**src/include/mc_cfg.svh**
```systemverilog
// Purpose: constants for the machine-check and power-fail logic
// Assumes: 250 MHz system clock
// Notes: MMR_ bit positions refer to the 16-bit malfunction register; SRC_MMR_LSB and CMB_LSB are positions on the 32-bit buses
`ifndef MC_CFG_SVH
`define MC_CFG_SVH
`define CLK_MHZ 250
`define EPF_TIME_US 1000
`define XPF_TIME_US 1000
`define STM_TIME_US 30
`define EPF_CYCLES (`EPF_TIME_US * `CLK_MHZ)
`define XPF_CYCLES (`XPF_TIME_US * `CLK_MHZ)
`define STM_CYCLES (`STM_TIME_US * `CLK_MHZ)
`define MMR_BIT_EPF 15
`define MMR_BIT_STF 11
`define MMR_BIT_CONSOLE_ATTENTION 10
`define MMR_IRQ_LO 11
`define MMR_IRQ_HI 15
`define MMR_CLR_LO 10
`define MMR_SRC_LSB 4
`define SRC_MMR_LSB 20
`define CMB_LSB 27
`define FALSE_SYNC_CC 4'h4
`define MUX_SENSE_VAL 16'h0004
`define STRAP_RESET 16'h0000
`endif

```
**src/include/mc_pkg.sv**
```systemverilog
// Purpose: types for the machine-check and power-fail logic
// Assumes: nothing beyond the config header
// Notes: holds types only
package mc_pkg;
  typedef enum logic [1:0] {
    PF_IDLE = 2'b00,
    PF_EARLY = 2'b01,
    PF_EXT = 2'b10,
    PF_STOP = 2'b11
  } pf_state_t;
  typedef struct packed {
    logic less;
    logic greater;
    logic overflow;
    logic carry;
  } cc_t;
  typedef struct packed {
    logic parity_instr;
    logic parity_data;
    logic parity_auto;
    logic console_attn;
  } err_in_t;
endpackage : mc_pkg

```
**src/core/machine_check.sv**
```systemverilog
// Purpose: malfunction register, power-fail sequence, start watchdog
// Assumes: system initialize drives resetn; inputs are async where noted
// Notes: relay delay lives outside; power_down_n feeds the relay driver
//
// Functional notes
// - Any of register bits 11..15 set raises malfunction_irq.
// - Clear function clears bits 11..15 where bus bits 27..31 are one.
// - System initialize clears bits 10..15; straps keep strapped values.
// - Sense gates bits 15..4 onto source bus 31..20, plus LGVC codes.
// - Power-fail detect starts a one millisecond early timer.
// - Start of early interval sets bit 15, raising malfunction irq.
// - End of early interval sets primary flip-flop and fail line.
// - Primary flip-flop set starts one millisecond extended timer.
// - Stop set by extended timer end or power-off, whichever first.
// - Stop set holds power_down_n low.
// - Initialize asserted while relay de-energized, released after.
// - Clear requests clear stop unless power_off_fn is high in the same cycle, releasing power-down.
// - Every module start request without a module finish in the same cycle starts a 30 microsecond timer.
// - Any module finish, whatever module_select, clears the timer and timeout flip-flop.
// - Timer runs only while timer_kill is low.
// - Non-mux timeout sets bit 11, pseudo finish, malfunction irq.
// - Mux timeout leaves register, drives false sync 0010 (LGVC) on cc_out, finish.
// - Mux sense timeout also gates 0x004 onto source bits 16..31.
`timescale 1ns/1ns
`include "mc_cfg.svh"
module machine_check
  import mc_pkg::*;
#(
  parameter int unsigned EPF_CYCLES = `EPF_CYCLES,
  parameter int unsigned XPF_CYCLES = `XPF_CYCLES,
  parameter int unsigned STM_CYCLES = `STM_CYCLES,
  parameter logic [15:0] STRAP_VALUE = `STRAP_RESET
) (
  // Clock and system initialize
  input wire logic sys_clk,
  input wire logic resetn,
  // Relay sense and initialize output
  input wire logic relay_energized,
  output logic system_init_n,
  // Error sources
  input wire err_in_t err_in,
  input wire logic display_single_step_ff,
  // Register functions
  input wire logic sense_malfunction_fn,
  input wire logic clear_malfunction_fn,
  input wire logic [31:0] bus_in,
  output logic [31:0] source_bus,
  output cc_t cc_out,
  output cc_t cc_out_b,
  output logic malfunction_irq,
  // Power-fail sequence
  input wire logic power_fail_detect,
  input wire logic power_off_fn,
  input wire logic power_off_req,
  input wire logic lock_switch_req,
  input wire logic init_req_n,
  input wire logic external_a_req_n,
  input wire logic external_b_req_n,
  output logic primary_power_fail_ff,
  output logic power_fail_line_n,
  output logic stop_ff_q,
  output logic power_down_n,
  // Start watchdog
  input wire logic module_start_req,
  input wire logic module_finish,
  input wire logic [2:0] module_select,
  input wire logic mux_bus_op,
  input wire logic mux_sense_op,
  input wire logic timer_kill,
  output logic pseudo_finish,
  output logic start_timeout_ff
);
  initial begin
    if (EPF_CYCLES < 1 || XPF_CYCLES < 1 || STM_CYCLES < 1)
      $error("machine_check: interval counts must be at least 1");
  end
  // ----------------------------------------------------------
  // Input synchronisers
  // ----------------------------------------------------------
  // two-flop synchronisers
  logic [1:0] pfd_sync_reg, kill_sync_reg;
  always_ff @(posedge sys_clk or negedge resetn) begin
    if (!resetn) begin
      pfd_sync_reg <= 2'b00;
      kill_sync_reg <= 2'b00;
    end else begin
      pfd_sync_reg <= {pfd_sync_reg[0], power_fail_detect};
      kill_sync_reg <= {kill_sync_reg[0], timer_kill};
    end
  end
  wire pfd_s = pfd_sync_reg[1];
  wire kill_s = kill_sync_reg[1];
  // ----------------------------------------------------------
  // Power-fail sequence
  // ----------------------------------------------------------
  pf_state_t pf_reg, pf_next;
  logic pfd_d_reg, pfd_d_next;
  logic ppf_reg, ppf_next, stop_reg, stop_next;
  logic epf_done, xpf_done, epf_run, xpf_run;
  logic epf_start, xpf_start, stop_clear;
  // Leading edge only, so a held detect does not retrigger
  assign epf_start = pfd_s && !pfd_d_reg && pf_reg == PF_IDLE;
  assign stop_clear = power_off_req || lock_switch_req || !init_req_n ||
                      !external_a_req_n || !external_b_req_n;
  always_comb begin
    pf_next = pf_reg;
    ppf_next = ppf_reg;
    stop_next = stop_reg;
    pfd_d_next = pfd_s;
    xpf_start = 1'b0;
    case (pf_reg)
      PF_IDLE: begin
        if (epf_start) pf_next = PF_EARLY;
      end
      PF_EARLY: begin
        if (epf_done) begin
          ppf_next = 1'b1;
          xpf_start = 1'b1;
          pf_next = PF_EXT;
        end
      end
      PF_EXT: begin
        if (xpf_done) begin
          stop_next = 1'b1;
          pf_next = PF_STOP;
        end
      end
      PF_STOP: pf_next = PF_STOP;
      default: pf_next = PF_IDLE;
    endcase
    if (power_off_fn && ppf_reg) begin
      stop_next = 1'b1;
      pf_next = PF_STOP;
    end
    if (stop_clear && !power_off_fn) begin
      stop_next = 1'b0;
      ppf_next = 1'b0;
      pf_next = PF_IDLE;
    end
  end
  always_ff @(posedge sys_clk or negedge resetn) begin
    if (!resetn) begin
      pf_reg <= PF_IDLE;
      ppf_reg <= 1'b0;
      stop_reg <= 1'b0;
      pfd_d_reg <= 1'b0;
    end else begin
      pf_reg <= pf_next;
      ppf_reg <= ppf_next;
      stop_reg <= stop_next;
      pfd_d_reg <= pfd_d_next;
    end
  end
  interval_timer #(.CYCLES(EPF_CYCLES)) u_epf (
    .sys_clk(sys_clk), .resetn(resetn), .start(epf_start),
    .clear(stop_clear), .run_en(1'b1),
    .running(epf_run), .done(epf_done)
  );
  interval_timer #(.CYCLES(XPF_CYCLES)) u_xpf (
    .sys_clk(sys_clk), .resetn(resetn), .start(xpf_start),
    .clear(stop_clear), .run_en(1'b1),
    .running(xpf_run), .done(xpf_done)
  );
  assign primary_power_fail_ff = ppf_reg;
  assign power_fail_line_n = !ppf_reg;
  assign stop_ff_q = stop_reg;
  assign power_down_n = !stop_reg;
  assign system_init_n = relay_energized;
  // ----------------------------------------------------------
  // Start watchdog
  // ----------------------------------------------------------
  localparam logic [3:0] FS_CVGL = `FALSE_SYNC_CC; // C V G L order
  logic stm_done, stm_run;
  logic tmo_reg, tmo_next, pfin_reg, pfin_next;
  logic [3:0] fsync_reg, fsync_next;
  logic msense_reg, msense_next, stf_set;
  interval_timer #(.CYCLES(STM_CYCLES)) u_stm (
    .sys_clk(sys_clk), .resetn(resetn), .start(module_start_req),
    .clear(module_finish), .run_en(!kill_s),
    .running(stm_run), .done(stm_done)
  );
  always_comb begin
    tmo_next = tmo_reg;
    pfin_next = 1'b0;
    fsync_next = 4'h0;
    msense_next = 1'b0;
    stf_set = 1'b0;
    if (module_finish || module_start_req) begin
      tmo_next = 1'b0;
    end else if (stm_done) begin
      tmo_next = 1'b1;
      pfin_next = 1'b1;
      if (mux_bus_op) begin
        // false sync, reordered to L G V C: overflow only
        fsync_next = {FS_CVGL[0], FS_CVGL[1], FS_CVGL[2], FS_CVGL[3]};
        msense_next = mux_sense_op;
      end else begin
        stf_set = 1'b1;
      end
    end
  end
  always_ff @(posedge sys_clk or negedge resetn) begin
    if (!resetn) begin
      tmo_reg <= 1'b0;
      pfin_reg <= 1'b0;
      fsync_reg <= 4'h0;
      msense_reg <= 1'b0;
    end else begin
      tmo_reg <= tmo_next;
      pfin_reg <= pfin_next;
      fsync_reg <= fsync_next;
      msense_reg <= msense_next;
    end
  end
  assign pseudo_finish = pfin_reg;
  assign start_timeout_ff = tmo_reg;
  // ----------------------------------------------------------
  // Malfunction register
  // ----------------------------------------------------------
  logic [15:0] mmr_reg, mmr_next;
  logic [31:0] src_reg, src_next;
  cc_t cc_reg, cc_next;
  // Straps come from the parameter, so initialize never loses them
  always_comb begin
    mmr_next = STRAP_VALUE;
    mmr_next[15:10] = mmr_reg[15:10];
    mmr_next[7] = display_single_step_ff;
    if (clear_malfunction_fn)
      mmr_next[15:11] = mmr_reg[15:11] & ~bus_in[31:27];
    // early interval sets bit 15; sets beat clears
    mmr_next[15:11] = mmr_next[15:11] | {epf_start, err_in[3:1], stf_set};
    mmr_next[`MMR_BIT_CONSOLE_ATTENTION] = mmr_reg[`MMR_BIT_CONSOLE_ATTENTION] | err_in.console_attn;
  end
  always_ff @(posedge sys_clk or negedge resetn) begin
    if (!resetn) mmr_reg <= {6'h00, STRAP_VALUE[9:0]};
    else mmr_reg <= mmr_next;
  end
  assign malfunction_irq = |mmr_reg[15:11];
  always_comb begin
    src_next = 32'h0000_0000;
    cc_next = '0;
    if (sense_malfunction_fn) begin
      src_next[31:20] = mmr_reg[15:4];
      cc_next = mmr_reg[15:12];
    end
    if (fsync_next != 4'h0) cc_next = fsync_next;
    if (msense_next) src_next[31:16] = `MUX_SENSE_VAL;
  end
  always_ff @(posedge sys_clk or negedge resetn) begin
    if (!resetn) begin
      src_reg <= 32'h0000_0000;
      cc_reg <= '0;
    end else begin
      src_reg <= src_next;
      cc_reg <= cc_next;
    end
  end
  assign source_bus = src_reg;
  assign cc_out = cc_reg;
  assign cc_out_b = cc_reg;
endmodule : machine_check

```
**src/core/interval_timer.sv**
```systemverilog
// Purpose: restartable one-shot cycle counter
// Assumes: start and clear are single-clock requests
// Notes: done pulses for one cycle when the count expires
`timescale 1ns/1ns
module interval_timer #(
  parameter int unsigned CYCLES = 250
) (
  // Clock and reset
  input wire logic sys_clk,
  input wire logic resetn,
  // Control
  input wire logic start,
  input wire logic clear,
  input wire logic run_en,
  // Status
  output logic running,
  output logic done
);
  localparam int W = $clog2(CYCLES + 1);
  initial begin
    if (CYCLES < 1) $error("interval_timer: CYCLES must be at least 1");
  end
  logic [W-1:0] cnt_reg, cnt_next;
  logic run_reg, run_next, done_reg, done_next;

  always_comb begin
    cnt_next = cnt_reg;
    run_next = run_reg;
    done_next = 1'b0;
    if (clear) begin
      run_next = 1'b0;
      cnt_next = '0;
    end else if (start) begin
      run_next = 1'b1;
      cnt_next = '0;
    end else if (run_reg && run_en) begin
      if (cnt_reg == W'(CYCLES - 1)) begin
        run_next = 1'b0;
        done_next = 1'b1;
      end else begin
        cnt_next = cnt_reg + 1'b1;
      end
    end
  end

  always_ff @(posedge sys_clk or negedge resetn) begin
    if (!resetn) begin
      cnt_reg <= '0;
      run_reg <= 1'b0;
      done_reg <= 1'b0;
    end else begin
      cnt_reg <= cnt_next;
      run_reg <= run_next;
      done_reg <= done_next;
    end
  end

  assign running = run_reg;
  assign done = done_reg;
endmodule : interval_timer

```
**config.mk**
```make
export PLATFORM = sky130hd
export DESIGN_NAME = machine_check
export DESIGN_NICKNAME = d
export VERILOG_FILES = /design/src/include/mc_pkg.sv /design/src/core/machine_check.sv /design/src/core/interval_timer.sv
export VERILOG_INCLUDE_DIRS = /design/src /design/src/include
export SDC_FILE = /design/constraint.sdc
export NUM_CORES = 1
export LEC_CHECK = 0
export BUFFER_PORTS_ARGS = -buffer_cell sky130_fd_sc_hd__buf_4
export CAP_MARGIN = 10
export CORE_ASPECT_RATIO = 1.1
export CORE_MARGIN = 4
export CORE_UTILIZATION = 50
export CTS_BUF_LIST = sky130_fd_sc_hd__clkbuf_2
export DETAILED_ROUTE_END_ITERATION = 6
export PLACE_DENSITY_LB_ADDON = 0.1
export SYNTH_ARGS = -nofsm -noshare
export SYNTH_HDL_FRONTEND = slang
export SYNTH_SLANG_ARGS = --single-unit
```
**constraint.sdc**
```tcl
create_clock -name sys_clk -period 2.5 [get_ports sys_clk]
set_input_delay 0.5 -clock sys_clk [delete_from_list [all_inputs] [get_ports sys_clk]]
set_output_delay 0.5 -clock sys_clk [all_outputs]
set_load 0.03 [all_outputs]
```
# Word level (Yosys, flattened, before mapping)
# Index checks and enable logic that the tools add are counted.
[word_totals]
latch_bits = 0
out_inout_bits = 48
input_bits = 57
elab_cells = 148
register_bits = 93
ramBits = 0
mem_count = 0
mem_bits_ro = 0
[classes]
n_div = 0
order_cmp = 0
n_reduce_logical = 37
shifts = 0
mux = 69
addsub = 3
eq_ne = 12
bitwise = 4
multipliers = 0
[op_table]
columns = ["cell", "count"]
rows = [
  ["$mux 18", 8],
  ["$mux 13", 4],
  ["$mux 1", 43],
  ["$add 18x1->18 const B", 2],
  ["$eq 18x18->1 const B", 2],
  ["$reduce_bool 3->1", 6],
  ["$mux 16", 1],
  ["$mux 2", 8],
  ["$add 13x1->13 const B", 1],
  ["$eq 13x13->1 const B", 1],
  ["$mux 12", 1],
  ["$reduce_and 2->1", 6],
  ["$logic_not 1->1", 8],
  ["$mux 4", 2],
  ["$ne 4x3->1 const B", 2],
  ["$pmux 2 s4", 1],
  ["$ne 3x3->1 const B", 2],
  ["$reduce_bool 2->1", 3],
  ["$and 5x5->5", 1],
  ["$logic_and 1x1->1", 5],
  ["$logic_or 1x1->1", 5],
  ["$mux 5", 1],
  ["$not 5->5", 1],
  ["$or 5x5->5", 1],
  ["other kinds (9)", 10],
]

# Longest topological paths before layout
# Gate-level depths: netlist of run 1.
[logic_depth]
word_depth = 7
ltp_mapped = 5
mapped_depth_nobuf = 5

# Hierarchy
# A second synthesis of run 1 with hierarchy kept.
[unflattened]
cells_unflattened = 427
area_unflattened_um2 = 4285.4
[by_module_without_submodules]
columns = ["module", "cells_per_inst", "seq_area_each_um2", "area_each_um2", "n_inst"]
rows = [
  ["machine_check", 116, 750.7, 1287.5, 1],
  ["interval_timer (u_epf)", 121, 500.5, 1157.4, 1],
  ["interval_timer (u_xpf)", 114, 500.5, 1069.8, 1],
  ["interval_timer (u_stm)", 76, 375.4, 770.7, 1],
]

# Worst setup path before layout of run 1
# No wires, ideal clock.
[synth_timing]
kind = "register to register"
startpoint = "register u_epf.cnt_reg[1]"
endpoint = "register u_epf.cnt_reg[16]"
n_path_buf = 0
setup_ps = 78
required_ps = 2422
t_arrival_ps = 1783
stages_incl_launch_ff = 6
slack_ps = 639
path_cell_list = "dfrtp_1 ha_1 nand3_2 or4_4 or4_1 a21oi_1"
[synth_via]
elab_chain_cells = 5
word_cells_on_any_way = 8
classes_between = "1 x add/sub; 2 x eq/ne; 4 x mux; 1 x reduce/logical"
[synth_rtl]
columns = ["element", "line_no", "text"]
rows = [
  ["start, declared", "interval_timer.sv:23", "logic [W-1:0] cnt_reg, cnt_next;"],
  ["start signal, assigned", "interval_timer.sv:52", "cnt_reg <= cnt_next;"],
  ["$add 18x1->18", "interval_timer.sv:41", "cnt_next = cnt_reg + 1'b1;"],
  ["$mux 18", "interval_timer.sv:37", "if (cnt_reg == W'(CYCLES - 1)) begin"],
  ["$mux 18", "interval_timer.sv:36", "end else if (run_reg && run_en) begin"],
  ["$mux 18", "interval_timer.sv:33", "end else if (start) begin"],
  ["$mux 18", "interval_timer.sv:30", "if (clear) begin"],
]
# Several ways; a longest one is shown, not always the timed one. The select of a mux whose other input is x is not followed.
# A chain may end at the register's enable or synchronous reset.

# Worst setup path in the final report of run 1
# Same ends and word-level chain as after synthesis.

==> results of run 1 <==
[cell usage in the layout, fill, tap and decap left out, types with 2 or more instances in the layout]
cell type                   count
sky130_fd_sc_hd__nand4_1       17
sky130_fd_sc_hd__inv_1         13
sky130_fd_sc_hd__and4_1         7
sky130_fd_sc_hd__nor4b_1        4
sky130_fd_sc_hd__o21ai_0       10
sky130_fd_sc_hd__nand2b_1       7
sky130_fd_sc_hd__nand3_1       17
sky130_fd_sc_hd__nand4b_1       2
sky130_fd_sc_hd__clkbuf_2      10
sky130_fd_sc_hd__dfrtp_1       85
sky130_fd_sc_hd__xor2_1        16
sky130_fd_sc_hd__nor2_1        34
sky130_fd_sc_hd__conb_1        24
sky130_fd_sc_hd__nand2_1       42
sky130_fd_sc_hd__nor4bb_1       2
sky130_fd_sc_hd__or4_1          6
sky130_fd_sc_hd__and3_1        15
sky130_fd_sc_hd__mux2i_1        6
sky130_fd_sc_hd__or2_2          2
sky130_fd_sc_hd__nor4_1         3
sky130_fd_sc_hd__and4b_1        4
sky130_fd_sc_hd__a31oi_1        2
sky130_fd_sc_hd__nor3_1        11
sky130_fd_sc_hd__or4_4          2
sky130_fd_sc_hd__o31ai_1        5
sky130_fd_sc_hd__and2_1         3
sky130_fd_sc_hd__bufinv_16      2
sky130_fd_sc_hd__ha_1           3
sky130_fd_sc_hd__or3_1          7
sky130_fd_sc_hd__a21o_1         5
sky130_fd_sc_hd__a21oi_1       27
sky130_fd_sc_hd__buf_4         50
sky130_fd_sc_hd__nand3b_1       3
sky130_fd_sc_hd__xnor2_1        7
[per-stage QoR]
step	power, mW	util (%)	cell area (µm²)	cells	setup WS [ns]
after global routing	2.52	58.4	4690	584	0.315
after detailed placement	1.66	56.7	4560	569	0.499
after floorplan	1.60	-	4280	447	0.639
final	2.41	58.4	4690	584	0.436
after global placement	1.66	56.7	4560	569	0.522
after CTS	2.44	58.4	4690	584	0.442
[per-layer routing]
metal / up-vias / share of wire (%)
li1: 1571 / -
met1: 1531 / 44
met2: 53 / 52
met3: 6 / 3.1
met4: 0 / 0.96
met5: - / 0
[final timing paths]
check                           slack (ns)                         start                            end  cells past startpoint
worst max-delay path                  0.44  u_epf.cnt_reg[1]$_DFFE_PN0P_  u_epf.cnt_reg[16]$_DFFE_PN0P_                      5
worst min-delay path                  0.06                    timer_kill     kill_sync_reg[0]$_DFF_PN0_                      1
worst max register to register        0.44  u_epf.cnt_reg[1]$_DFFE_PN0P_  u_epf.cnt_reg[16]$_DFFE_PN0P_                      5
worst min register to register        0.37     pfd_sync_reg[0]$_DFF_PN0_      pfd_sync_reg[1]$_DFF_PN0_                      0
max in group asynchronous             1.32                        resetn           u_epf.done$_DFF_PN0_                      3
min in group asynchronous             0.52                        resetn       source_bus[18]$_DFF_PN0_                      2
[cells by family (layout without fill, tap and decap cells)]
| group | after synthesis | after routing | share of synthesized area, % |
|---|---|---|---|
| AND/OR/NAND/NOR | 195 | 195 | 25.9 |
| flip-flops | 85 | 85 | 50.8 |
| AO/OA/AOI/OAI | 60 | 60 | 8.72 |
| buffers and inverters | 50 | 79 | 7.08 |
| XOR/XNOR | 23 | 23 | 4.81 |
| multiplexers | 7 | 7 | 1.70 |
| adder cells (fa/ha/maj) | 3 | 3 | 0.896 |
| other | 1 | 24 | 0.0895 |
[power groups by stage]
stage               logic, mW  registers, mW  clock network, mW
global route            0.241           1.42              0.861
CTS                     0.223           1.42              0.802
finish                  0.220           1.42              0.775
floorplan               0.134           1.46                  0
global placement        0.220           1.44                  0
detailed placement      0.221           1.44                  0
[worst max-delay path, cell delays in order (launching register included)]
cell and delay, ns:
sky130_fd_sc_hd__dfrtp_1 0.46, sky130_fd_sc_hd__ha_1 0.20, sky130_fd_sc_hd__nand3_2 0.17, sky130_fd_sc_hd__or4_4 0.62, sky130_fd_sc_hd__or4_1 0.41, sky130_fd_sc_hd__a21oi_1 0.15
[area by class of cell]
type | instances | share of cell area [%]
multi-input combinational | 312 | 39.5
timing repair buffer | 52 | 8.64
clock buffer | 10 | 1.07
tap | 108 | 2.88
inverter | 13 | 1.04
sequential | 85 | 45.3
clock inverter | 4 | 1.57
==> results_tabular.tex, run 1 <==
\begin{tabular}{lr}
\hline
Metric & Value \\
\hline
\multicolumn{2}{l}{\textbf{Job}} \\
\quad Max\_cap viols & 0 \\
\multicolumn{2}{l}{\textbf{Clock tree}} \\
\quad Clock root buffer master & sky130\_fd\_sc\_hd\_\_clkbuf\_2 \\
\quad Total of cells resized after clock tree synthesis & 0 \\
\quad Buffers from clock root to sink, at most & 2 \\
\quad Clock-pin slew on the worst setup and hold paths & 0.23 ns \\
\quad Clock Sinks & 85 \\
\quad H-tree depth & 3 \\
\quad TritonCTS clock tree & done \\
\quad Insertion delay to the later sink of the worst-skew pair & 0.52 ns \\
\quad Post-CTS setup-driven buffer insertion count & 0 \\
\quad Cts bufs inserted & 9 \\
\quad Count of hold-fix buffers inserted at cts & 1 \\
\multicolumn{2}{l}{\textbf{Die}} \\
\quad X dimension of the die & 95.3 µm \\
\quad Die footprint & 0.00991 mm² \\
\quad Boundary pin count & 105 \\
\quad Cell row count & 34 \\
\quad Initial Util & 52.1\% \\
\quad Area of the placeable core & 0.00804 mm² \\
\quad Vertical die dimension & 104 µm \\
\multicolumn{2}{l}{\textbf{Synthesis}} \\
\quad Synth top area share & 50.8\% \\
\quad Share of synthesized area occupied by flip-flops and latches & 50.8\% \\
\quad Commonest cells in the netlist & sky130\_fd\_sc\_hd\_\_dfrtp\_1 (85), sky130\_fd\_sc\_hd\_\_nand2\_1 (42), sky130\_fd\_sc\_hd\_\_nor2\_1 (34) \\
\quad Total standard cell area after synthesis & 0.00419 mm² \\
\quad Cells taking the most area after synthesis & sky130\_fd\_sc\_hd\_\_dfrtp\_1 (51\%), sky130\_fd\_sc\_hd\_\_buf\_4 (5.2\%), sky130\_fd\_sc\_hd\_\_nand2\_1 (3.8\%) \\
\quad Post-synthesis sequential element count & 85 \\
\quad Share of synthesized flip-flops with an asynchronous set or reset & 100\% \\
\quad Total of warnings raised by yosys & 0 \\
\quad Cell variety after synth & 52 \\
\quad Synth area leader & sky130\_fd\_sc\_hd\_\_dfrtp\_1 \\
\quad Average cell area after synthesis & 9.88 µm² \\
\quad Number of cells produced by synthesis & 424 \\
\quad Post-synth top flop & sky130\_fd\_sc\_hd\_\_dfrtp\_1 \\
\quad Cell with the most instances after synthesis & sky130\_fd\_sc\_hd\_\_dfrtp\_1 \\
\quad Number of enable flip-flop cells after synthesis & 0 \\
\multicolumn{2}{l}{\textbf{Place}} \\
\quad Routability cong. & 0.853 \\
\quad HPWL after detailed placement & 6020 µm \\
\quad Total of buffers placed on input and output ports & 48 \\
\multicolumn{2}{l}{\textbf{Global routing}} \\
\quad GR Layer Usage met3 & 3.33\% \\
\quad Global-route usage over all layers & 17.8\% \\
\quad Routing usage on met1 & 22.6\% \\
\quad Largest net degree at the start of global routing & 52 \\
\quad Met2 layer usage reported by global route & 30.0\% \\
\quad Busiest layer in global routing & met2 \\
\quad Vias in the first global route & 3,106 \\
\quad Wire length of the first global-routing pass & 14,200 µm \\
\quad Total grt overflow & 0 \\
\quad Initial antenna violation count & 0 \\
\multicolumn{2}{l}{\textbf{Routing}} \\
\quad Count of antenna-violating nets left after detailed routing & 0 \\
\quad Detailed-routing iteration count for the pre-antenna-repair pass & 4 \\
\quad Vias post-DR & 3,161 \\
\quad Count of unresolved DRC violations after routing & 0 \\
\quad Drt initial violations & 78 \\
\quad Routed WL & 8330 µm \\
\quad Drt via density & 5.41 \\
\quad Detail-routed net length per standard cell & 14.3 µm \\
\multicolumn{2}{l}{\textbf{Status}} \\
\quad Run status & completed \\
\multicolumn{2}{l}{\textbf{Pwr}} \\
\quad Combinational fraction of design power & 9.1\% \\
\quad Fraction of power spent switching nets & 25.4\% \\
\quad Leakage dissipation & 2.08 nW \\
\quad Power per standard cell area & 514 mW/mm² \\
\quad Clock group share of total power & 32.1\% \\
\quad Net Switching & 614 µW \\
\quad Power Internal & 1.80 mW \\
\quad Sequential fraction of design power & 58.8\% \\
\quad Peak supply drop & 0.288 mV \\
\multicolumn{2}{l}{\textbf{Timing}} \\
\quad Final hold viol count & 0 \\
\quad Worst slew slack as a fraction of its limit & 56.2\% \\
\quad Hold slack final & 0.0645 ns \\
\quad Aggregate negative setup slack & 0 ns \\
\quad FMAX & 484 MHz \\
\quad Slew at the pin closest to its max-slew limit & 0.657 ns \\
\quad Final-report setup violation count & 0 \\
\quad Clock skew & 0.0397 ns \\
\quad Min cycle time layout & 2.06 ns \\
\quad Setup repair after global routing missed its margin & no \\
\quad Part of the cycle the worst path needs & 82.6\% \\
\quad Final Max Tran Viols & 0 \\
\multicolumn{2}{l}{\textbf{Worst setup path}} \\
\quad CP Class & flip-flop to flip-flop \\
\quad Max Fanout on Critical Path & 8 \\
\quad CP Data Arrival Time & 2.50 ns \\
\quad Required time of the critical path & 2.94 ns \\
\quad Kind of end point of the critical path & flip-flop \\
\quad Critical path startpoint category & flip-flop \\
\multicolumn{2}{l}{\textbf{Finish}} \\
\quad Layout fillers & 734 \\
\quad Combined area of the multi-input logic cells & 0.00185 mm² \\
\quad Number of diodes & 0 \\
\quad Area occupied by registers & 0.00213 mm² \\
\quad Fraction of final layout cells with drive strength greater than 1 & 15.5\% \\
\quad Final nets & 533 \\
\quad Syn-to-layout area delta & 12.0\% \\
\multicolumn{2}{l}{\textbf{Worst hold path}} \\
\quad Class of the tightest hold or removal check & input pin to flip-flop \\
\hline
\end{tabular}
Note: power is estimated with default switching activity, not from simulation.
==> run 2: changes to the inputs <==
Clock period 2.5 ns to 1.8 ns, I/O delays scaled along.
==> results_tabular.tex, run 2 (synthesis results as in run 1) <==
\begin{tabular}{lr}
\hline
Metric & Value \\
\hline
\multicolumn{2}{l}{\textbf{Worst setup path}} \\
\quad Setup slack of the most critical reg-to-reg path & 0.007 ns (was 0.44 ns) \\
\quad Kind of end point of the critical path & flip-flop (unchanged) \\
\quad CP Data Arrival Time & 2.27 ns (was 2.50 ns) \\
\quad Critical path startpoint category & flip-flop (unchanged) \\
\quad Max Fanout on Critical Path & 5 (was 8) \\
\quad Required time of the critical path & 2.28 ns (was 2.94 ns) \\
\quad CP Class & flip-flop to flip-flop (unchanged) \\
\quad Launching point of the worst reg2reg path & u\_epf.cnt\_reg[0]\$\_DFFE\_PN0P\_ (was u\_epf.cnt\_reg[1]\$\_DFFE\_PN0P\_) \\
\quad Crit. Startpoint & u\_epf.cnt\_reg[0]\$\_DFFE\_PN0P\_ (was u\_epf.cnt\_reg[1]\$\_DFFE\_PN0P\_) \\
\multicolumn{2}{l}{\textbf{Pwr}} \\
\quad Leakage dissipation & 2.29 nW (was 2.08 nW) \\
\quad Power per standard cell area & 623 mW/mm² (was 514 mW/mm²) \\
\quad Post-layout power & 3.16 mW (was 2.41 mW) \\
\quad Peak supply drop & 0.538 mV (was 0.288 mV) \\
\multicolumn{2}{l}{\textbf{Finish}} \\
\quad Fraction of final layout cells with drive strength greater than 1 & 22.9\% (was 15.5\%) \\
\quad Top library cells by usage in the layout, fill and taps aside & sky130\_fd\_sc\_hd\_\_buf\_4 (86), sky130\_fd\_sc\_hd\_\_dfrtp\_1 (85), sky130\_fd\_sc\_hd\_\_nand2\_1 (42) (was sky130\_fd\_sc\_hd\_\_dfrtp\_1 (85), sky130\_fd\_sc\_hd\_\_buf\_4 (50), sky130\_fd\_sc\_hd\_\_nand2\_1 (42)) \\
\quad Final non-filler cell total & 633 (was 584) \\
\quad Syn-to-layout area delta & 21.2\% (was 12.0\%) \\
\quad Finished layout cell area & 0.00508 mm² (was 0.00469 mm²) \\
\quad Final nets & 580 (was 533) \\
\quad Number of diodes & 0 (unchanged) \\
\quad Commonest non-fill, non-tap cell in the layout & sky130\_fd\_sc\_hd\_\_buf\_4 (was sky130\_fd\_sc\_hd\_\_dfrtp\_1) \\
\quad Share of the core filled with cells & 63.1\% (was 58.4\%) \\
\multicolumn{2}{l}{\textbf{Place}} \\
\quad Total of buffers placed on input and output ports & 48 (unchanged) \\
\quad Number of placed instances with taps included & 597 (was 569) \\
\quad DP Worst Slack & 0.0488 ns (was 0.499 ns) \\
\quad Placed Area & 0.00478 mm² (was 0.00456 mm²) \\
\quad HPWL after detailed placement & 6260 µm (was 6020 µm) \\
\quad Routability cong. & 0.838 (was 0.853) \\
\multicolumn{2}{l}{\textbf{Clock tree}} \\
\quad Clock root buffer master & sky130\_fd\_sc\_hd\_\_clkbuf\_2 (unchanged) \\
\quad Clock-pin slew on the worst setup and hold paths & 0.23 ns (about the same) \\
\quad H-tree depth & 3 (unchanged) \\
\quad Clock Sinks & 85 (unchanged) \\
\quad Insertion delay to the later sink of the worst-skew pair & 0.52 ns (about the same) \\
\quad Cts bufs inserted & 9 (unchanged) \\
\quad TritonCTS clock tree & done (unchanged) \\
\quad Buffers from clock root to sink, at most & 2 (unchanged) \\
\multicolumn{2}{l}{\textbf{Routing}} \\
\quad Drt initial violations & 105 (was 78) \\
\quad Count of antenna-violating nets left after detailed routing & 0 (unchanged) \\
\quad Routed WL & 8860 µm (was 8330 µm) \\
\quad Drt via density & 5.28 (was 5.41) \\
\quad Detailed-routing iteration count for the pre-antenna-repair pass & 6 (was 4) \\
\quad Count of unresolved DRC violations after routing & 0 (unchanged) \\
\quad Vias post-DR & 3,340 (was 3,161) \\
\quad Detail-routed net length per standard cell & 14.0 µm (was 14.3 µm) \\
\multicolumn{2}{l}{\textbf{Status}} \\
\quad Run status & completed (unchanged) \\
\multicolumn{2}{l}{\textbf{Timing}} \\
\quad Part of the cycle the worst path needs & 99.6\% (was 82.6\%) \\
\quad Final hold viol count & 0 (unchanged) \\
\quad Final Max Tran Viols & 0 (unchanged) \\
\quad Final-report setup violation count & 0 (unchanged) \\
\quad Hold slack final & 0.0576 ns (was 0.0645 ns) \\
\quad Min cycle time layout & 1.79 ns (was 2.06 ns) \\
\quad Setup repair after global routing missed its margin & yes (was no) \\
\quad Aggregate negative setup slack & 0 ns (unchanged) \\
\quad Clock skew & 0.0312 ns (was 0.0397 ns) \\
\quad FMAX & 558 MHz (was 484 MHz) \\
\quad Worst-case setup margin in the final layout & 0.00743 ns (was 0.436 ns) \\
\multicolumn{2}{l}{\textbf{Die}} \\
\quad X dimension of the die & 95.3 µm (unchanged) \\
\quad Boundary pin count & 105 (unchanged) \\
\quad Area of the placeable core & 0.00804 mm² (unchanged) \\
\quad Initial Util & 52.1\% (unchanged) \\
\quad Cell row count & 34 (unchanged) \\
\quad Die footprint & 0.00991 mm² (unchanged) \\
\quad Vertical die dimension & 104 µm (unchanged) \\
\multicolumn{2}{l}{\textbf{Worst hold path}} \\
\quad Class of the tightest hold or removal check & input pin to flip-flop (unchanged) \\
\quad Startpoint of the lowest-slack hold path & power\_off\_fn (was timer\_kill) \\
\multicolumn{2}{l}{\textbf{Global routing}} \\
\quad Largest net degree at the start of global routing & 86 (was 52) \\
\quad Vias in the first global route & 3,269 (was 3,106) \\
\quad Wire length of the first global-routing pass & 14,900 µm (was 14,200 µm) \\
\quad Initial antenna violation count & 0 (unchanged) \\
\quad Global-route usage over all layers & 18.6\% (was 17.8\%) \\
\quad Total grt overflow & 0 (unchanged) \\
\multicolumn{2}{l}{\textbf{Job}} \\
\quad Max\_cap viols & 0 (unchanged) \\
\hline
\end{tabular}
run 2: timing repair:
| action | 4_1_cts | 5_1_grt |
|---|---|---|
| hold buffers | 10 | 1 |
| endpoints found under the hold margin | 94 | 1 |
| pin swaps | 0 | 4 |
| setup endpoints to repair | 1 | 13 |
| resized for setup | 0 | 8 |
| setup buffers | 2 | 7 |
run 2: cell type report:
type	count	area, µm²
clock buffers	10	50.0
inverters	13	48.8
fillers	665	2960
flip-flops and latches	85	2130
repair buffers	99	787
clock inverters	6	46.3
multi-input cells	312	1880
well taps	108	135
run 2: power by group:
part           internal, mW  switching, mW  leakage (nW)
clock network         0.197          0.662        0.0589
logic                 0.118          0.218          1.10
registers              1.95         0.0209          1.14
run 2: worst max-delay path: stages, from the launching register on:
cell	delay, ns
sky130_fd_sc_hd__dfrtp_1	0.43
sky130_fd_sc_hd__ha_2	0.20
sky130_fd_sc_hd__nand3_2	0.08
sky130_fd_sc_hd__or4_4	0.47
sky130_fd_sc_hd__or4_4	0.44
sky130_fd_sc_hd__a21oi_2	0.14
run 2: worst paths after layout:
kind,to,cells past startpoint
max in group asynchronous,u_xpf.cnt_reg[6]$_DFFE_PN0P_,3
min in group asynchronous,source_bus[29]$_DFF_PN0_,3
worst max-delay path,u_epf.cnt_reg[16]$_DFFE_PN0P_,5
worst max register to register,u_epf.cnt_reg[16]$_DFFE_PN0P_,5
worst min-delay path,pf_reg[0]$_DFFE_PN0P_,2
worst min register to register,kill_sync_reg[1]$_DFF_PN0_,0
run 2: metal layers:
metal	routed length, µm	GRT usage, %	vias to the layer above
li1	-	-	1662
met4	85	4.12	0
met1	3790	22.9	1610
met3	343	4.56	7
met2	4640	32.6	61
met5	0	0	-
==> run 3: changes to the inputs <==
Settings changed: ABC_AREA set to 1, SYNTH_HIERARCHICAL set to 1.
==> results_tabular.tex, run 3 <==
\begin{tabular}{lr}
\hline
Metric & Value \\
\hline
\multicolumn{2}{l}{\textbf{Status}} \\
\quad Run status & finished with violations (was completed) \\
\quad Failing checks & setup timing \\
\multicolumn{2}{l}{\textbf{Synthesis}} \\
\quad Cells taking the most area after synthesis & sky130\_fd\_sc\_hd\_\_dfrtp\_1 (42\%), sky130\_fd\_sc\_hd\_\_nand2\_1 (12\%), sky130\_fd\_sc\_hd\_\_inv\_1 (5.9\%) (was sky130\_fd\_sc\_hd\_\_dfrtp\_1 (51\%), sky130\_fd\_sc\_hd\_\_buf\_4 (5.2\%), sky130\_fd\_sc\_hd\_\_nand2\_1 (3.8\%)) \\
\quad Synth top area share & 42.1\% (was 50.8\%) \\
\quad Total of warnings raised by yosys & 6 (was 0) \\
\quad Total standard cell area after synthesis & 0.00505 mm² (was 0.00419 mm²) \\
\quad Commonest cells in the netlist & sky130\_fd\_sc\_hd\_\_nand2\_1 (167), sky130\_fd\_sc\_hd\_\_dfrtp\_1 (85), sky130\_fd\_sc\_hd\_\_inv\_1 (79) (was sky130\_fd\_sc\_hd\_\_dfrtp\_1 (85), sky130\_fd\_sc\_hd\_\_nand2\_1 (42), sky130\_fd\_sc\_hd\_\_nor2\_1 (34)) \\
\quad Share of synthesized area occupied by flip-flops and latches & 42.1\% (was 50.8\%) \\
\quad Average cell area after synthesis & 7.52 µm² (was 9.88 µm²) \\
\quad Share of synthesized flip-flops with an asynchronous set or reset & 100\% (unchanged) \\
\quad Number of enable flip-flop cells after synthesis & 0 (unchanged) \\
\quad Post-synthesis sequential element count & 85 (unchanged) \\
\quad Cell with the most instances after synthesis & sky130\_fd\_sc\_hd\_\_nand2\_1 (was sky130\_fd\_sc\_hd\_\_dfrtp\_1) \\
\quad Number of cells produced by synthesis & 672 (was 424) \\
\quad Post-synth top flop & sky130\_fd\_sc\_hd\_\_dfrtp\_1 (unchanged) \\
\quad Synth area leader & sky130\_fd\_sc\_hd\_\_dfrtp\_1 (unchanged) \\
\quad Cell variety after synth & 39 (was 52) \\
\multicolumn{2}{l}{\textbf{Timing}} \\
\quad Aggregate negative setup slack & -0.000895 ns (was 0 ns) \\
\quad Final hold viol count & 0 (unchanged) \\
\quad Clock skew & 0.0350 ns (was 0.0312 ns) \\
\quad Final Max Tran Viols & 0 (unchanged) \\
\quad Min cycle time layout & 1.80 ns (was 1.79 ns) \\
\quad FMAX & 555 MHz (was 558 MHz) \\
\quad Setup repair after global routing missed its margin & yes (unchanged) \\
\quad Worst-case setup margin in the final layout & -0.000895 ns (was 0.00743 ns) \\
\quad Final-report setup violation count & 1 (was 0) \\
\quad Part of the cycle the worst path needs & 100\% (was 99.6\%) \\
\multicolumn{2}{l}{\textbf{Worst hold path}} \\
\quad Worst hold path cell count & 3 (was 2) \\
\quad Class of the tightest hold or removal check & input pin to flip-flop (unchanged) \\
\quad Startpoint of the lowest-slack hold path & power\_off\_fn (unchanged) \\
\quad Endpoint, Worst Hold & stop\_ff\_q\$\_DFFE\_PN0P\_ (was pf\_reg[0]\$\_DFFE\_PN0P\_) \\
\multicolumn{2}{l}{\textbf{Worst setup path}} \\
\quad Setup slack of the most critical reg-to-reg path & 0.17 ns (was 0.007 ns) \\
\quad Required time of the critical path & 1.44 ns (was 2.28 ns) \\
\quad CP Class & flip-flop to output pin (was flip-flop to flip-flop) \\
\quad Launching point of the worst reg2reg path & u\_xpf/cnt\_reg[1]\$\_DFFE\_PN0P\_ (was u\_epf.cnt\_reg[0]\$\_DFFE\_PN0P\_) \\
\quad Crit. Startpoint & mmr\_reg[15]\$\_DFF\_PN0\_ (was u\_epf.cnt\_reg[0]\$\_DFFE\_PN0P\_) \\
\quad Kind of end point of the critical path & output pin (was flip-flop) \\
\quad Max Fanout on Critical Path & 2 (was 5) \\
\quad CP Data Arrival Time & 1.44 ns (was 2.27 ns) \\
\quad Critical register-to-register path endpoint & u\_xpf/cnt\_reg[16]\$\_DFFE\_PN0P\_ (was u\_epf.cnt\_reg[16]\$\_DFFE\_PN0P\_) \\
\quad Critical path startpoint category & flip-flop (unchanged) \\
\quad Worst-case reg-to-reg path depth & 8 (was 5) \\
\multicolumn{2}{l}{\textbf{Finish}} \\
\quad Combined area of the multi-input logic cells & 0.00242 mm² (was 0.00188 mm²) \\
\quad Layout fillers & 917 (was 665) \\
\quad Syn-to-layout area delta & 16.1\% (was 21.2\%) \\
\quad Final non-filler cell total & 877 (was 633) \\
\quad Fraction of final layout cells with drive strength greater than 1 & 17.5\% (was 22.9\%) \\
\quad Final nets & 811 (was 580) \\
\quad Top library cells by usage in the layout, fill and taps aside & sky130\_fd\_sc\_hd\_\_nand2\_1 (166), sky130\_fd\_sc\_hd\_\_dfrtp\_1 (85), sky130\_fd\_sc\_hd\_\_inv\_1 (79) (was sky130\_fd\_sc\_hd\_\_buf\_4 (86), sky130\_fd\_sc\_hd\_\_dfrtp\_1 (85), sky130\_fd\_sc\_hd\_\_nand2\_1 (42)) \\
\quad Area occupied by registers & 0.00213 mm² (unchanged) \\
\quad Commonest non-fill, non-tap cell in the layout & sky130\_fd\_sc\_hd\_\_nand2\_1 (was sky130\_fd\_sc\_hd\_\_buf\_4) \\
\multicolumn{2}{l}{\textbf{Die}} \\
\quad Initial Util & 51.1\% (was 52.1\%) \\
\quad X dimension of the die & 104 µm (was 95.3 µm) \\
\quad Area of the placeable core & 0.00989 mm² (was 0.00804 mm²) \\
\quad Vertical die dimension & 113 µm (was 104 µm) \\
\quad Cell row count & 38 (was 34) \\
\quad Die footprint & 0.0118 mm² (was 0.00991 mm²) \\
\quad Boundary pin count & 105 (unchanged) \\
\multicolumn{2}{l}{\textbf{Clock tree}} \\
\quad Insertion delay to the later sink of the worst-skew pair & 0.56 ns (was 0.52 ns) \\
\quad Clock Sinks & 85 (unchanged) \\
\quad Clock-pin slew on the worst setup and hold paths & 0.26 ns (was 0.23 ns) \\
\quad Clock root buffer master & sky130\_fd\_sc\_hd\_\_clkbuf\_2 (unchanged) \\
\quad Buffers from clock root to sink, at most & 2 (unchanged) \\
\quad Cts bufs inserted & 9 (unchanged) \\
\quad H-tree depth & 3 (unchanged) \\
\quad TritonCTS clock tree & done (unchanged) \\
\multicolumn{2}{l}{\textbf{Routing}} \\
\quad Count of unresolved DRC violations after routing & 0 (unchanged) \\
\quad Routed WL & 11,000 µm (was 8860 µm) \\
\quad Detailed-routing iteration count for the pre-antenna-repair pass & 5 (was 6) \\
\quad Count of antenna-violating nets left after detailed routing & 0 (unchanged) \\
\quad Vias post-DR & 4,440 (was 3,340) \\
\quad Drt via density & 5.06 (was 5.28) \\
\quad Drt initial violations & 177 (was 105) \\
\quad Detail-routed net length per standard cell & 12.6 µm (was 14.0 µm) \\
\multicolumn{2}{l}{\textbf{Place}} \\
\quad Total of buffers placed on input and output ports & 48 (unchanged) \\
\quad HPWL after detailed placement & 8150 µm (was 6260 µm) \\
\quad Number of placed instances with taps included & 847 (was 597) \\
\quad Routability cong. & 0.828 (was 0.838) \\
\multicolumn{2}{l}{\textbf{Global routing}} \\
\quad Initial antenna violation count & 1 (was 0) \\
\quad Total grt overflow & 0 (unchanged) \\
\quad Global-route usage over all layers & 19.9\% (was 18.6\%) \\
\quad Largest net degree at the start of global routing & 35 (was 86) \\
\quad Vias in the first global route & 4,379 (was 3,269) \\
\quad Wire length of the first global-routing pass & 19,500 µm (was 14,900 µm) \\
\multicolumn{2}{l}{\textbf{Job}} \\
\quad Max\_cap viols & 0 (unchanged) \\
\multicolumn{2}{l}{\textbf{Pwr}} \\
\quad Power per standard cell area & 590 mW/mm² (was 623 mW/mm²) \\
\quad Leakage dissipation & 2.69 nW (was 2.29 nW) \\
\quad Peak supply drop & 0.386 mV (was 0.538 mV) \\
\hline
\end{tabular}
[run 3: cell count changes after synthesis, sizes merged, moves of 10 or more]
| cell | change |
|---|---|
| a21oi | -21 |
| nand2 | +135 |
| inv | +71 |
| nor2 | +57 |
| xor2 | -10 |
| o21ai | +36 |
| nand4 | +22 |
| and3 | -15 |
| nand3 | +41 |
[run 3: logic make-up (layout without fill, tap and decap cells)]
family / after synthesis / count (layout) / synth area share, %
flip-flops: 85 / 85 / 42.1
buffers and inverters: 122 / 180 / 12.2
other: 2 / 29 / 0.149
AO/OA/AOI/OAI: 64 / 64 / 7.25
AND/OR/NAND/NOR: 390 / 390 / 36.5
XOR/XNOR: 6 / 6 / 1.04
adder cells (fa/ha/maj): 3 / 3 / 0.743
[run 3: worst max-delay path by stage]
stage | slack [ns] | cells after the start | endpoint
floorplan | 0.16 | 7 | u_epf/cnt_reg[13]$_DFFE_PN0P_
global placement | 0.06 | 8 | u_xpf/cnt_reg[12]$_DFFE_PN0P_
detailed placement | 0.06 | 8 | u_xpf/cnt_reg[16]$_DFFE_PN0P_
CTS | -0.04 | 3 | malfunction_irq
global route | -0.13 | 3 | malfunction_irq
finish | -0.0009 | 3 | malfunction_irq
[run 3: where the power goes]
| group | total, mW | leakage (nW) | internal, mW | switching (mW) |
|---|---|---|---|---|
| clock network | 1.07 | 0.0764 | 0.343 | 0.726 |
| logic | 0.423 | 1.48 | 0.140 | 0.282 |
| registers | 1.97 | 1.14 | 1.95 | 0.0205 |
[run 3: area by class of cell]
type,count,area share (%)
Timing Repair Buffer,80,12.3
Tap cell,120,2.56
Clock inverter,7,1.36
Multi-Input combinational cell,491,41.3
Antenna cell,1,0.0426
Clock buffer,9,0.767
Inverter,84,5.46
Sequential cell,85,36.2
[run 3: what timing repair did]
item | CTS | global route
setup endpoints to repair | 1 | 5
hold endpoints to repair | 47 | 0
hold buffers | 12 | 0
gates resized for setup | 2 | 2
buffers inserted | 1 | 0
pin swaps | 1 | 0
gates cloned | 0 | 0
[run 3: through the flow]
step | hold WS, ns | util [%] | instance area [µm²] | setup slack, ns | power, mW
2_1_floorplan | 0.0644 | - | 5150 | 0.157 | 2.29
3_3_place_gp | 0.338 | 56.6 | 5590 | 0.0610 | 2.40
3_5_place_dp | 0.343 | 56.6 | 5590 | 0.0589 | 2.41
4_1_cts | 0.00810 | 59.2 | 5860 | -0.0368 | 3.52
5_1_grt | 0.0161 | 59.3 | 5870 | -0.131 | 3.65
6_report | 0.0533 | 59.3 | 5870 | -0.000895 | 3.46
[run 3: metal layers]
layer / GRT usage, % / vias to the layer above / wire (µm)
met3: 2.77 / 10 / 460
met2: 35.4 / 87 / 5560
li1: - / 2298 / -
met5: 0 / - / 0
met4: 7.80 / 0 / 135
met1: 24.6 / 2045 / 4870
[run 3: critical path: stages, from the launching register on]
cell and delay [ns]:
sky130_fd_sc_hd__dfrtp_1 0.45, sky130_fd_sc_hd__nor3_2 0.16, sky130_fd_sc_hd__nand3_1 0.12, sky130_fd_sc_hd__buf_6 0.16
